File: config.mk
export PLATFORM = sky130hd
export DESIGN_NAME = ubf_core
export DESIGN_NICKNAME = d
export VERILOG_FILES = /design/src/hdl/ubf_core.v /design/src/hdl/ubf_fifo.v
export VERILOG_INCLUDE_DIRS = /design/src /design/src/shared
export SDC_FILE = /design/constraint.sdc
export NUM_CORES = 1
export LEC_CHECK = 0
export BUFFER_PORTS_ARGS = -buffer_cell sky130_fd_sc_hd__buf_4
export CORE_UTILIZATION = 38
export DETAILED_ROUTE_END_ITERATION = 10
export GPL_ROUTABILITY_DRIVEN = 1
export PLACE_DENSITY_LB_ADDON = 0.08
export SYNTH_ARGS = -nofsm -noshare
export SYNTH_HDL_FRONTEND = slang
export SYNTH_SLANG_ARGS = --single-unit
File: constraint.sdc
create_clock -name clk -period 9.1 [get_ports clk]
set_clock_uncertainty 0.05 [all_clocks]
set_input_delay 0 -clock clk [delete_from_list [all_inputs] [get_ports clk]]
set_output_delay 0 -clock clk [all_outputs]
set_load 0.01 [all_outputs]
File: src/shared/ubf_regs.vh
`ifndef UBF_REGS_VH
`define UBF_REGS_VH
`define UBF_MODE_W          4
`define UBF_MODE_HANDSHAKE  4'h2
`define UBF_OVERSAMPLE      16
`define UBF_END_ASYNC_SMP   2
`define UBF_DATA_W          8
`define UBF_FIFO_DEPTH      16
`define UBF_DIV_W           16
`define UBF_DIV_RESET       16'h0000
`endif

File: src/hdl/ubf_core.v
`timescale 1ns/1ps
`default_nettype none
`include "ubf_regs.vh"
module ubf_core #(
    parameter DATA_W = `UBF_DATA_W,
    parameter DEPTH  = `UBF_FIFO_DEPTH
) (
    // clocking
    input  wire              clk,
    input  wire              resetn,
    input  wire              ce,
    // configuration
    input  wire [3:0]        operating_mode,
    input  wire              sync_mode,
    input  wire [15:0]       baud_div,
    input  wire              rx_enable,
    input  wire              tx_enable,
    input  wire              parity_en,
    input  wire              reset_status_bits,
    // dma receive buffer state
    input  wire              rx_dma_buffer_full,
    // transmit data, from dma or direct write
    input  wire              tx_valid,
    output wire              tx_ready,
    input  wire [DATA_W-1:0] tx_data,
    // receive data
    output reg               rx_valid,
    output reg  [DATA_W-1:0] rx_data,
    // status
    output reg               break_received_flag,
    output reg               frame_error_flag,
    output reg               tx_busy,
    // line
    input  wire              rxd,
    input  wire              cts,
    output reg               txd,
    output reg               rts
);
    // ****************************************
    // receiver
    // ****************************************
    localparam RX_IDLE = 4'b0001;
    localparam RX_BITS = 4'b0010;
    localparam RX_BRK  = 4'b0100;
    localparam RX_END  = 4'b1000;
    localparam NB      = DATA_W + 2;

    reg [3:0]  rx_st_r;
    reg [15:0] rx_div_r;
    reg [3:0]  rx_smp_r;
    reg [3:0]  rx_bit_r;
    reg [NB-1:0] rx_sh_r;
    reg        rx_all0_r;
    reg [3:0]  hi_cnt_r;
    wire       rx_tick = (rx_div_r == 16'h0000);
    wire       hs      = (operating_mode == `UBF_MODE_HANDSHAKE);
    wire [3:0] last_bit = parity_en ? DATA_W[3:0] + 4'h1 : DATA_W[3:0];
    // sync mode takes every tick as a bit sample; async takes the middle of sixteen
    wire       samp = sync_mode ? rx_tick
                                : (rx_tick & (rx_smp_r == 4'h7));

    function [15:0] div_reload;
        input [15:0] d;
        begin
            div_reload = (d == 16'h0000) ? 16'h0000 : d - 16'h0001;
        end
    endfunction

    always @(posedge clk or negedge resetn)
    begin
        if (!resetn)
        begin
            rx_st_r   <= RX_IDLE;
            rx_div_r  <= 16'h0000;
            rx_smp_r  <= 4'h0;
            rx_bit_r  <= 4'h0;
            rx_sh_r   <= {NB{1'b0}};
            rx_all0_r <= 1'b0;
            hi_cnt_r  <= 4'h0;
            rx_valid  <= 1'b0;
            rx_data   <= {DATA_W{1'b0}};
            frame_error_flag    <= 1'b0;
            break_received_flag <= 1'b0;
        end
        else if (ce)
        begin
            rx_valid <= 1'b0;
            rx_div_r <= rx_tick ? div_reload(baud_div) : rx_div_r - 16'h0001;
            if (rx_tick)
                rx_smp_r <= rx_smp_r + 4'h1;
            // clear first so a same-cycle set below wins
            if (reset_status_bits)
            begin
                break_received_flag <= 1'b0;
                frame_error_flag    <= 1'b0;
            end
            case (rx_st_r)
                RX_IDLE:
                begin
                    if (rx_enable & ~rxd)
                    begin
                        rx_st_r   <= RX_BITS;
                        rx_smp_r  <= 4'h0;
                        rx_div_r  <= div_reload(baud_div);
                        // in sync mode the idle detect already was the start sample
                        rx_bit_r  <= sync_mode ? 4'h1 : 4'h0;
                        rx_all0_r <= 1'b1;
                    end
                end
                RX_BITS:
                begin
                    if (!rx_enable)
                        rx_st_r <= RX_IDLE;
                    else if (samp)
                    begin
                        rx_sh_r  <= {rxd, rx_sh_r[NB-1:1]};
                        rx_bit_r <= rx_bit_r + 4'h1;
                        if (rx_bit_r != 4'h0)
                            rx_all0_r <= rx_all0_r & ~rxd;
                        if (rx_bit_r == last_bit + 4'h1)
                        begin
                            // stop bit sample
                            if (rx_all0_r & ~rxd)
                            begin
                                break_received_flag <= 1'b1;
                                rx_st_r  <= RX_BRK;
                                hi_cnt_r <= 4'h0;
                            end
                            else
                            begin
                                rx_valid <= 1'b1;
                                rx_data  <= parity_en ? rx_sh_r[NB-2:1] : rx_sh_r[NB-1:2];
                                if (~rxd)
                                    frame_error_flag <= 1'b1;
                                rx_st_r <= RX_IDLE;
                            end
                        end
                    end
                end
                RX_BRK:
                begin
                    // a break never reaches the framing-error flag
                    if (sync_mode & samp & rxd)
                        rx_st_r <= RX_END;
                    else if (~sync_mode & rx_tick)
                    begin
                        hi_cnt_r <= rxd ? hi_cnt_r + 4'h1 : 4'h0;
                        if (rxd & (hi_cnt_r == `UBF_END_ASYNC_SMP - 1))
                            rx_st_r <= RX_END;
                    end
                end
                RX_END:
                begin
                    break_received_flag <= 1'b1;
                    rx_st_r <= RX_IDLE;
                end
                default:
                    rx_st_r <= RX_IDLE;
            endcase
        end
    end

    // rts: high out of reset; in handshake mode high when receiver off or dma buffer full, else low; low in other modes
    always @(posedge clk or negedge resetn)
    begin
        if (!resetn)
            rts <= 1'b1;
        else if (ce)
            rts <= hs ? (~rx_enable | rx_dma_buffer_full) : 1'b0;
    end

    // ****************************************
    // transmit path through the fifo
    // ****************************************
    wire              f_valid;
    reg               f_ready;
    wire [DATA_W-1:0] f_data;

    // dma and direct writes share this port, so flow control covers both
    ubf_fifo #(.WIDTH(DATA_W), .DEPTH(DEPTH), .AW(4)) u_fifo (
        .clk       (clk),
        .resetn    (resetn),
        .ce        (ce),
        .in_valid  (tx_valid),
        .in_ready  (tx_ready),
        .in_data   (tx_data),
        .out_valid (f_valid),
        .out_ready (f_ready),
        .out_data  (f_data)
    );

    reg [15:0]   tx_div_r;
    reg [3:0]    tx_smp_r;
    reg [3:0]    tx_bit_r;
    reg [NB:0]   tx_sh_r;
    wire         tx_bit_end = (tx_div_r == 16'h0000) &
                              (sync_mode | (tx_smp_r == `UBF_OVERSAMPLE - 1));
    // cts is only sampled between characters; a started character runs out
    wire         go = tx_enable & f_valid & ~tx_busy & ~(hs & cts);

    always @*
    begin
        f_ready = go;
    end

    always @(posedge clk or negedge resetn)
    begin
        if (!resetn)
        begin
            tx_busy  <= 1'b0;
            txd      <= 1'b1;
            tx_div_r <= 16'h0000;
            tx_smp_r <= 4'h0;
            tx_bit_r <= 4'h0;
            tx_sh_r  <= {(NB+1){1'b1}};
        end
        else if (ce)
        begin
            if (go)
            begin
                tx_busy  <= 1'b1;
                txd      <= 1'b0;
                tx_sh_r  <= parity_en ? {1'b1, ^f_data, f_data, 1'b0}
                                      : {1'b1, 1'b1, f_data, 1'b0};
                tx_bit_r <= 4'h0;
                tx_smp_r <= 4'h0;
                tx_div_r <= div_reload(baud_div);
            end
            else if (tx_busy)
            begin
                tx_div_r <= (tx_div_r == 16'h0000) ? div_reload(baud_div)
                                                   : tx_div_r - 16'h0001;
                if (tx_div_r == 16'h0000)
                    tx_smp_r <= tx_smp_r + 4'h1;
                if (tx_bit_end)
                begin
                    tx_sh_r  <= {1'b1, tx_sh_r[NB:1]};
                    txd      <= tx_sh_r[1];
                    tx_bit_r <= tx_bit_r + 4'h1;
                    if (tx_bit_r == last_bit + 4'h1)
                    begin
                        tx_busy <= 1'b0;
                        txd     <= 1'b1;
                    end
                end
            end
        end
    end
endmodule
`default_nettype wire

File: src/hdl/ubf_fifo.v
`timescale 1ns/1ps
`default_nettype none
module ubf_fifo #(
    parameter WIDTH = 8,
    parameter DEPTH = 16,
    parameter AW    = 4
) (
    // clocking
    input  wire             clk,
    input  wire             resetn,
    input  wire             ce,
    // fill side
    input  wire             in_valid,
    output wire             in_ready,
    input  wire [WIDTH-1:0] in_data,
    // drain side
    output wire             out_valid,
    input  wire             out_ready,
    output wire [WIDTH-1:0] out_data
);
    reg [WIDTH-1:0] mem [0:DEPTH-1];
    reg [AW-1:0]    wp_r;
    reg [AW-1:0]    rp_r;
    reg [AW:0]      cnt_r;
    wire            push = ce & in_valid & in_ready;
    wire            pop  = ce & out_valid & out_ready;

    assign in_ready  = (cnt_r != DEPTH[AW:0]);
    assign out_valid = (cnt_r != {(AW+1){1'b0}});
    assign out_data  = mem[rp_r];

    always @(posedge clk)
    begin
        if (push)
            mem[wp_r] <= in_data;
    end

    always @(posedge clk or negedge resetn)
    begin
        if (!resetn)
        begin
            wp_r  <= {AW{1'b0}};
            rp_r  <= {AW{1'b0}};
            cnt_r <= {(AW+1){1'b0}};
        end
        else
        begin
            if (push)
                wp_r <= (wp_r == DEPTH[AW-1:0] - 1'b1) ? {AW{1'b0}} : wp_r + 1'b1;
            if (pop)
                rp_r <= (rp_r == DEPTH[AW-1:0] - 1'b1) ? {AW{1'b0}} : rp_r + 1'b1;
            if (push & ~pop)
                cnt_r <= cnt_r + 1'b1;
            else if (pop & ~push)
                cnt_r <= cnt_r - 1'b1;
        end
    end
endmodule
`default_nettype wire

==> results of run 1 <==
## layout make-up
| class | instances | area share (%) |
|---|---|---|
| flip-flops and latches | 230 | 49.4 |
| clock buffers | 39 | 5.94 |
| inverters | 23 | 0.665 |
| well taps | 378 | 3.64 |
| repair buffers | 95 | 6.19 |
| clock inverters | 9 | 0.935 |
| multi-input cells | 586 | 33.2 |
## worst max-delay path, cell delays in order
cell                            delay (ps)
sky130_fd_sc_hd__dlygate4sd3_1         530
sky130_fd_sc_hd__buf_4                 430
sky130_fd_sc_hd__inv_1                 240
sky130_fd_sc_hd__nor3_1                850
sky130_fd_sc_hd__inv_1                 260
sky130_fd_sc_hd__ha_1                  300
sky130_fd_sc_hd__inv_1                 150
sky130_fd_sc_hd__ha_1                  290
sky130_fd_sc_hd__a21o_1                170
sky130_fd_sc_hd__a21oi_1               180
sky130_fd_sc_hd__xnor2_1               140
sky130_fd_sc_hd__nor2_1                 60
sky130_fd_sc_hd__xor2_1                140
## timing repair
item / CTS / global route
setup endpoints to repair: 0 / 0
endpoints found under the hold margin: 236 / 0
hold buffers: 36 / 0
buffers inserted: 0 / 0
## how the worst max path moves through the flow
stage | start | to | slack, ps
floorplan | u_fifo.cnt_r[0] | u_fifo.cnt_r[4] | 6030
global placement | ce | u_fifo.cnt_r[4] | 5670
detailed placement | ce | u_fifo.cnt_r[4] | 5620
CTS | ce | u_fifo.cnt_r[4] | 5620
global route | ce | u_fifo.cnt_r[4] | 5210
finish | ce | u_fifo.cnt_r[4] | 5670
## metal layers
metal	up-vias	routed length [um]	share of wire, %
met5	-	0	0
met4	0	443	1.8
met3	32	783	3.1
met2	109	11500	46
met1	3485	12300	49
li1	3470	-	-
## synth_stat cells (3+ instances only)
cell type	n
sky130_fd_sc_hd__edfxtp_1	128
sky130_fd_sc_hd__dfrtp_1	90
sky130_fd_sc_hd__nand2_1	83
sky130_fd_sc_hd__o21ai_0	68
sky130_fd_sc_hd__nor2_1	61
sky130_fd_sc_hd__mux4_2	32
sky130_fd_sc_hd__a21oi_1	31
sky130_fd_sc_hd__nor3_1	23
sky130_fd_sc_hd__ha_1	22
sky130_fd_sc_hd__inv_1	22
sky130_fd_sc_hd__a22oi_1	21
sky130_fd_sc_hd__xnor2_1	19
sky130_fd_sc_hd__clkbuf_1	18
sky130_fd_sc_hd__mux2i_1	18
sky130_fd_sc_hd__nand3_1	16
sky130_fd_sc_hd__and2_1	15
sky130_fd_sc_hd__dfstp_2	12
sky130_fd_sc_hd__o21ai_1	12
sky130_fd_sc_hd__xor2_1	12
sky130_fd_sc_hd__buf_2	11
sky130_fd_sc_hd__mux2_2	11
sky130_fd_sc_hd__a22o_1	10
sky130_fd_sc_hd__nand2b_1	8
sky130_fd_sc_hd__nor4_1	8
sky130_fd_sc_hd__nand4_1	7
sky130_fd_sc_hd__nor3b_1	7
sky130_fd_sc_hd__o21a_1	7
sky130_fd_sc_hd__a21o_1	6
sky130_fd_sc_hd__or3_1	6
sky130_fd_sc_hd__a31oi_1	4
sky130_fd_sc_hd__nor2b_1	4
sky130_fd_sc_hd__nor4b_1	4
sky130_fd_sc_hd__o22ai_1	4
sky130_fd_sc_hd__o31ai_1	4
sky130_fd_sc_hd__or2_2	4
sky130_fd_sc_hd__a221o_1	3
sky130_fd_sc_hd__and3_1	3
sky130_fd_sc_hd__and4_1	3
sky130_fd_sc_hd__buf_6	3
sky130_fd_sc_hd__o221a_2	3
sky130_fd_sc_hd__or4b_2	3
## flip-flops by register name, indices dropped and copies added (netlist names), 5 cells and up
| register | cells |
|---|---|
| u_fifo.mem | 128 |
| u_fifo.cnt_r | 5 |
| tx_sh_r | 9 |
| rx_data | 8 |
| rx_sh_r | 9 |
| tx_div_r | 16 |
| rx_div_r | 16 |
## cells by family (layout without fill, tap and decap cells)
logic type                 Yosys count  after routing
AOI/OAI and AO/OA                  190            190
xor gates and xnor gates            31             31
adders and majority gates           23             23
buffers and inverters               59            166
DFF                                230            230
muxes                               62             62
and+or+nand+nor                    280            280
## power groups by stage
stage               combinational [mW]  clock, mW  sequential, mW
CTS                              0.998       1.11            1.42
floorplan                        0.761          0            1.39
finish                           0.974       1.08            1.42
global route                      1.09       1.15            1.45
detailed placement               0.983          0            1.43
global placement                 0.980          0            1.44
## through the flow
step                      cell area (um^2)  util, %  worst slack, ps  hold WS (ps)
final                                13000     46.2             5670          7.03
after floorplan                      11000        -             6030          -346
after global placement               11700     41.7             5670          60.8
after CTS                            13000     46.2             5620         0.365
after global routing                 13000     46.2             5210          58.4
after detailed placement             11700     41.7             5620          45.3
==> insert_results.sql, run 1 <==
INSERT INTO impl_metrics (metric_group, metric, value, unit) VALUES
('status', 'run_status', 'finished clean', ''),
('critical_path', 'crit_path_end_kind', 'register', ''),
('cts', 'cts.root.buffer_cell', 'sky130_fd_sc_hd__clkbuf_16', ''),
('place', 'place.gp.congestion', '0.793', ''),
('pwr', 'intPower', '2.39', 'mW'),
('synth', 'cell_area_after_synthesis', '11000', 'um^2'),
('die', 'start_util', '39.1', '%'),
('sta', 'period_minus_ws_final', '3430', 'ps'),
('drt', 'vias', '7096', ''),
('synth', 'synth.top_cell.area_share', '35.0', '%'),
('synth', 'synth_xor_xnor_area_share', '2.47', '%'),
('finish', 'filler_cell_count', '2650', ''),
('critical_path', 'critPathLaunchType', 'primary input', ''),
('synth', 'synthDistinctLibCells', '75', ''),
('pwr', 'power.switching', '1.09', 'mW'),
('synth', 'async_reset_ff_share', '44.3', '%'),
('critical_path', 'arrival', '3790', 'ps'),
('cts', 'cts.sinks', '230', ''),
('die', 'dieArea', '29600', 'um^2'),
('sta', 'final.setup.tns', '0', 'ps'),
('cts', 'insertion_delay', '520', 'ps'),
('place', 'hpwlAfterDp', '16.9', 'mm'),
('place', 'number_of_port_buffers', '54', ''),
('synth', 'synth_adder_area_share', '2.69', '%'),
('finish', 'mostFrequentLayoutCells', '128 x sky130_fd_sc_hd__edfxtp_1, 89 x sky130_fd_sc_hd__dfrtp_1, 83 x sky130_fd_sc_hd__nand2_1', ''),
('finish', 'final_layout_size_suffix_gt1_share', '19.2', '%'),
('sta', 'finalHoldViolations', '0', ''),
('synth', 'syn_inst', '875', ''),
('cts', 'cts_resizes', '0', ''),
('global_routing', 'met1_usage', '25.7', '%'),
('place', 'dp.cells', '1276', ''),
('cts', 'cts_buffer_depth', '3', ''),
('global_routing', 'global_route.overflow_total', '0', ''),
('global_routing', 'track_usage', '17.7', '%'),
('critical_path', 'critPathMaxFanout', '47', ''),
('drt', 'drtPass1Iterations', '5', ''),
('critical_path', 'worstSetupPathType', 'in -> reg', ''),
('pwr', 'swShare', '31.3', '%'),
('global_routing', 'number_of_antenna_violations_at_the_first_check_in_global_routing', '0', ''),
('die', 'chipHeight', '172', 'um'),
('synth', 'post_synth_main_area_contributors', 'sky130_fd_sc_hd__edfxtp_1 35%, sky130_fd_sc_hd__dfrtp_1 21%, sky130_fd_sc_hd__mux4_2 6.6%, sky130_fd_sc_hd__o21ai_0 3.1%, sky130_fd_sc_hd__dfstp_2 2.9%', ''),
('synth', 'synth.net_count', '938', ''),
('pwr', 'clock_network_fraction_of_design_power', '31.2', '%'),
('pwr', 'pwr-share-seq', '40.8', '%'),
('pwr', 'vdd_ir_drop_max', '0.160', 'mV'),
('synth', 'synth_edf_count', '128', ''),
('flow_run', 'timing.max_cap.violations', '0', ''),
('synth', 'synth-compound-area-share', '11.1', '%'),
('die', 'io_pins', '55', ''),
('sta', 'achievable-frequency', '0.292', 'GHz'),
('finish', 'stdcell_count', '1360', ''),
('drt', 'dr.first_iter.drc_count', '560', ''),
('cts', 'total_clock_buffers_created_by_cts', '26', ''),
('die', 'die_w', '172', 'um'),
('synth', 'largest_family_of_logic_cells_by_synthesized_area', 'simple AND/OR/NAND/NOR gates', ''),
('synth', 'synth-seq-area-share', '58.4', '%'),
('critical_path', 'rrSetupSlack', '5680', 'ps'),
('critical_path', 'worstReg2RegEnd', 'u_fifo.cnt_r[4]', ''),
('synth', 'syn_area_per_cell', '12.6', 'um^2'),
('critical_path', 'worst_r2r_startpoint', 'u_fifo.cnt_r[0]', ''),
('finish', 'antenna_cells', '0', ''),
('finish', 'area.sequential', '6410', 'um^2'),
('synth', 'post_synth_top_area_cell', 'sky130_fd_sc_hd__edfxtp_1', ''),
('cts', 'tritoncts', 'yes', ''),
('drt', 'routedWlPerCell', '18.4', 'um'),
('sta', 'slew_violations', '0', ''),
('global_routing', 'gr-max-usage-layer', 'met2', ''),
('pwr', 'leakage', '4.88', 'nW'),
('global_routing', 'use_met2', '28.3', '%'),
('finish', 'syn2layout_area_growth', '18.1', '%'),
('finish', 'area_used_by_multi_input_combinational_logic', '4310', 'um^2');
Note: power is estimated with default switching activity, not from simulation.
==> run 2, diff against run 1 <==
--- a/config.mk
+++ b/config.mk
@@ -6,6 +6,7 @@
 export SDC_FILE = /design/constraint.sdc
 export NUM_CORES = 1
 export LEC_CHECK = 0
+export ABC_AREA = 1
 export BUFFER_PORTS_ARGS = -buffer_cell sky130_fd_sc_hd__buf_4
 export CORE_UTILIZATION = 38
 export DETAILED_ROUTE_END_ITERATION = 10
==> constraint.sdc (replaced) <==
create_clock -name clk -period 2.8 [get_ports clk]
set_clock_uncertainty 0.05 [all_clocks]
set_input_delay 0 -clock clk [delete_from_list [all_inputs] [get_ports clk]]
set_output_delay 0 -clock clk [all_outputs]
set_load 0.01 [all_outputs]
==> run 2 against run 1 <==
Synthesized cell count grew 58%. Final area grew 9.2%. Synthesized area grew 9.5%. The flow now finishes with violations (design-rule violations). Highest routed layer unchanged. Clock-buffer cell count shrank 1. Global-route usage grew 1.2 points. Via count grew 32%. Largest power group is now combinational logic.
==> insert_results.sql, run 2 <==
INSERT INTO impl_metrics (metric_group, metric, value, unit) VALUES
('synth', 'post-synth-top-count-cell', 'sky130_fd_sc_hd__nand2_1', ''),
('drt', 'vias_per_cell', '4.89', ''),
('cts', 'htree_num_levels', '1', ''),
('finish', 'largest_register', 'u_fifo.mem', ''),
('critical_path', 'critPathMaxFanout', '8', ''),
('cts', 'cts.root.buffer_cell', 'sky130_fd_sc_hd__clkbuf_16', ''),
('pwr', 'power_per_cell_area', '893', 'nW/um^2'),
('synth', 'synth_edf_count', '128', ''),
('finish', 'reg.largest.list', 'u_fifo.mem: 128 flops, rx_div_r: 16 flops, tx_div_r: 16 flops', ''),
('sta', 'post-route-period-util', '93.0', '%'),
('pwr', 'pwr-share-comb', '37.0', '%'),
('sta', 'achievable-frequency', '0.384', 'GHz'),
('sta', 'rel_slew_slack', '29.7', '%'),
('critical_path', 'worstReg2RegEnd', 'hi_cnt_r[2]', ''),
('critical_path', 'rrSetupSlack', '200', 'ps'),
('worst_hold_path', 'hold_depth', '5', ''),
('critical_path', 'arrival', '2970', 'ps'),
('worst_hold_path', 'worst_hold_path_type', 'in -> reg', ''),
('sta', 'whs', '42.1', 'ps'),
('cts', 'insertion_delay', '540', 'ps'),
('finish', 'final_nets', '1554', ''),
('drt', 'drtPass1Iterations', '8', ''),
('drt', 'route.antenna.remaining_nets', '0', ''),
('drt', 'routedWlPerCell', '15.7', 'um'),
('sta', 'final.setup.worst_slack', '195', 'ps'),
('global_routing', 'global_route.overflow_total', '0', ''),
('status', 'violations_in_the_final_reports', 'design-rule violations', ''),
('drt', 'drt_drc_violations_left', '3', ''),
('global_routing', 'grt_first_pass_wirelength', '48.9', 'mm'),
('cts', 'tritoncts', 'yes', ''),
('pwr', 'power.switching', '4.89', 'mW'),
('die', 'chipHeight', '180', 'um'),
('place', 'hpwlAfterDp', '20.0', 'mm'),
('die', 'die_w', '180', 'um'),
('synth', 'cell_area_after_synthesis', '12000', 'um^2'),
('place', 'pre_cts_slack', '79.0', 'ps'),
('place', 'number_of_port_buffers', '54', ''),
('finish', 'area.sequential', '6410', 'um^2'),
('die', 'io_pins', '55', ''),
('global_routing', 'number_of_global_route_vias_before_repair', '9191', ''),
('worst_hold_path', 'min_delay_worst_endpoint', 'tx_div_r[1]', ''),
('synth', 'post_synth_top_area_cell', 'sky130_fd_sc_hd__edfxtp_1', ''),
('critical_path', 'reg2reg_depth', '13', ''),
('sta', 'period_minus_ws_final', '2600', 'ps'),
('finish', 'mostFrequentLayoutCells', '395 x sky130_fd_sc_hd__nand2_1, 183 x sky130_fd_sc_hd__inv_1, 128 x sky130_fd_sc_hd__edfxtp_1', ''),
('synth', 'yosysWarningCount', '0', ''),
('synth', 'synthDistinctLibCells', '51', ''),
('pwr', 'clock_network_fraction_of_design_power', '26.7', '%'),
('pwr', 'pwr-share-seq', '36.4', '%'),
('synth', 'synth-seq-area-share', '53.3', '%'),
('cts', 'post_cts_buffers', '0', ''),
('drt', 'vias', '9333', ''),
('cts', 'cts.sinks', '230', ''),
('cts', 'cts_buffer_depth', '3', ''),
('synth', 'syn_area_per_cell', '8.68', 'um^2'),
('cts', 'clock_transition_at_the_registers_of_the_reported_paths', '60', 'ps'),
('sta', 'max_slew.worst_pin.slew', '1050', 'ps'),
('sta', 'slew_violations', '0', ''),
('synth', 'synth.top_cells.by_count', '395 x sky130_fd_sc_hd__nand2_1, 185 x sky130_fd_sc_hd__inv_1, 128 x sky130_fd_sc_hd__edfxtp_1, 119 x sky130_fd_sc_hd__nand3_1, 100 x sky130_fd_sc_hd__nor2_1', ''),
('drt', 'dr.first_iter.drc_count', '558', ''),
('global_routing', 'number_of_antenna_violations_at_the_first_check_in_global_routing', '0', ''),
('synth', 'yosys_register_bits', '230', ''),
('worst_hold_path', 'worst_hold_startpoint', 'baud_div[1]', ''),
('finish', 'layout_commonest_cell', 'sky130_fd_sc_hd__nand2_1', ''),
('pwr', 'leakage', '6.33', 'nW'),
('sta', 'final.setup.tns', '0', 'ps'),
('status', 'run_status', 'finished with violations', ''),
('die', 'start_util', '39.0', '%'),
('place', 'dp.cells', '1819', ''),
('synth', 'postSynth.topFlopCell', 'sky130_fd_sc_hd__edfxtp_1', ''),
('cts', 'total_clock_buffers_created_by_cts', '27', ''),
('critical_path', 'worstSetupPathType', 'reg -> reg', ''),
('die', 'placement_rows', '64', ''),
('critical_path', 'worst_r2r_startpoint', 'rx_div_r[12]', ''),
('die', 'core-area', '30800', 'um^2'),
('pwr', 'intPower', '7.76', 'mW'),
('sta', 'unrepaired_setup_endpoints_after_global_routing', 'no', ''),
('place', 'place.gp.congestion', '0.846', ''),
('critical_path', 'required', '3170', 'ps'),
('flow_run', 'timing.max_cap.violations', '0', ''),
('sta', 'finalHoldViolations', '0', ''),
('finish', 'final_layout_size_suffix_gt1_share', '12.3', '%'),
('finish', 'antenna_cells', '0', ''),
('finish', 'area_used_by_multi_input_combinational_logic', '4620', 'um^2'),
('critical_path', 'critPathLaunchType', 'register', ''),
('pwr', 'swShare', '38.6', '%'),
('critical_path', 'crit_path_end_kind', 'register', ''),
('synth', 'syn_inst', '1385', ''),
('synth', 'synth.top_cell.area_share', '32.0', '%'),
('finish', 'stdcell_count', '1908', ''),
('finish', 'largest_register_ffs', '128', ''),
('synth', 'post_synth_main_area_contributors', 'sky130_fd_sc_hd__edfxtp_1 32%, sky130_fd_sc_hd__dfrtp_1 19%, sky130_fd_sc_hd__nand2_1 12%, sky130_fd_sc_hd__inv_1 5.8%, sky130_fd_sc_hd__nand3_1 5.0%', ''),
('global_routing', 'track_usage', '18.9', '%'),
('finish', 'filler_cell_count', '2979', ''),
('synth', 'synth.net_count', '1448', ''),
('pwr', 'vdd_ir_drop_max', '0.498', 'mV'),
('finish', 'syn2layout_area_growth', '17.8', '%'),
('global_routing', 'pin_count_of_the_biggest_net_entering_global_routing', '66', ''),
('die', 'dieArea', '32400', 'um^2'),
('drt', 'aggregate_routed_wire_length', '30.0', 'mm'),
('synth', 'async_reset_ff_share', '44.3', '%'),
('sta', 'setup_violations', '0', '');
run 2: timing repair:
item / in CTS / in global routing
gates resized for setup: 0 / 7
endpoints found under the hold margin: 243 / 0
endpoints found under the setup margin: 0 / 3
hold buffers: 39 / 0
run 2: power by group through the flow:
stage | sequential [mW] | clock, mW | combinational (mW)
final | 4.60 | 3.38 | 4.67
after floorplan | 4.56 | 0 | 3.47
after CTS | 4.58 | 3.46 | 4.71
after global placement | 4.64 | 0 | 4.59
after global routing | 4.67 | 3.60 | 5.37
after detailed placement | 4.64 | 0 | 4.64
run 2: per-layer routing:
layer,track usage (%),wire [um],up-vias
met3,2.33,1350,32
met5,0,0,-
met4,4.21,408,0
li1,-,-,4747
met1,27.3,14800,4390
met2,30.3,13500,164
run 2: cell type report:
cell class              instances  area share [%]
clock buffers                  38            5.34
multi-input cells             918            32.6
flip-flops and latches        230            45.3
well taps                     396            3.50
repair buffers                120            7.40
inverters                     194            5.16
clock inverters                12           0.698
run 2: how the worst max path moves through the flow:
stage / startpoint / to / slack [ps] / cells after the start
6_report: rx_div_r[12] / hi_cnt_r[2] / 200 / 13
5_1_grt: rx_div_r[1] / hi_cnt_r[2] / 20 / 14
4_1_cts: u_fifo.cnt_r[1] / u_fifo.cnt_r[4] / 60 / 14
3_5_place_dp: u_fifo.cnt_r[1] / u_fifo.cnt_r[4] / 80 / 14
3_3_place_gp: u_fifo.cnt_r[1] / u_fifo.cnt_r[4] / 120 / 14
2_1_floorplan: u_fifo.cnt_r[0] / u_fifo.cnt_r[4] / 140 / 14
run 2: through the flow:
step	power, mW	utilization (%)	area (um^2)
floorplan	8.03	-	12000
global placement	9.23	41.8	12900
detailed placement	9.28	41.8	12900
CTS	12.8	45.9	14100
global route	13.6	45.9	14200
finish	12.6	45.9	14200
run 2: cell families after synthesis:
group,synth area share [%]
and+or+nand+nor,24.9
AOI/OAI and AO/OA,8.79
adders and majority gates,2.46
DFF,53.3
buffers and inverters,8.41
xor gates and xnor gates,2.11
run 2: critical path, stage by stage, from the launching register on:
cell and delay [ps]:
sky130_fd_sc_hd__dfrtp_1 420, sky130_fd_sc_hd__nor2_2 160, sky130_fd_sc_hd__inv_1 80, sky130_fd_sc_hd__nor4_1 360, sky130_fd_sc_hd__nand2_1 90, sky130_fd_sc_hd__inv_1 110, sky130_fd_sc_hd__o21ai_1 130, sky130_fd_sc_hd__nand2_1 110
sky130_fd_sc_hd__nand2_1 50, sky130_fd_sc_hd__nor2_1 120, sky130_fd_sc_hd__nand2_2 120, sky130_fd_sc_hd__nand2_1 80, sky130_fd_sc_hd__o21ai_0 70, sky130_fd_sc_hd__dlygate4sd3_1 550
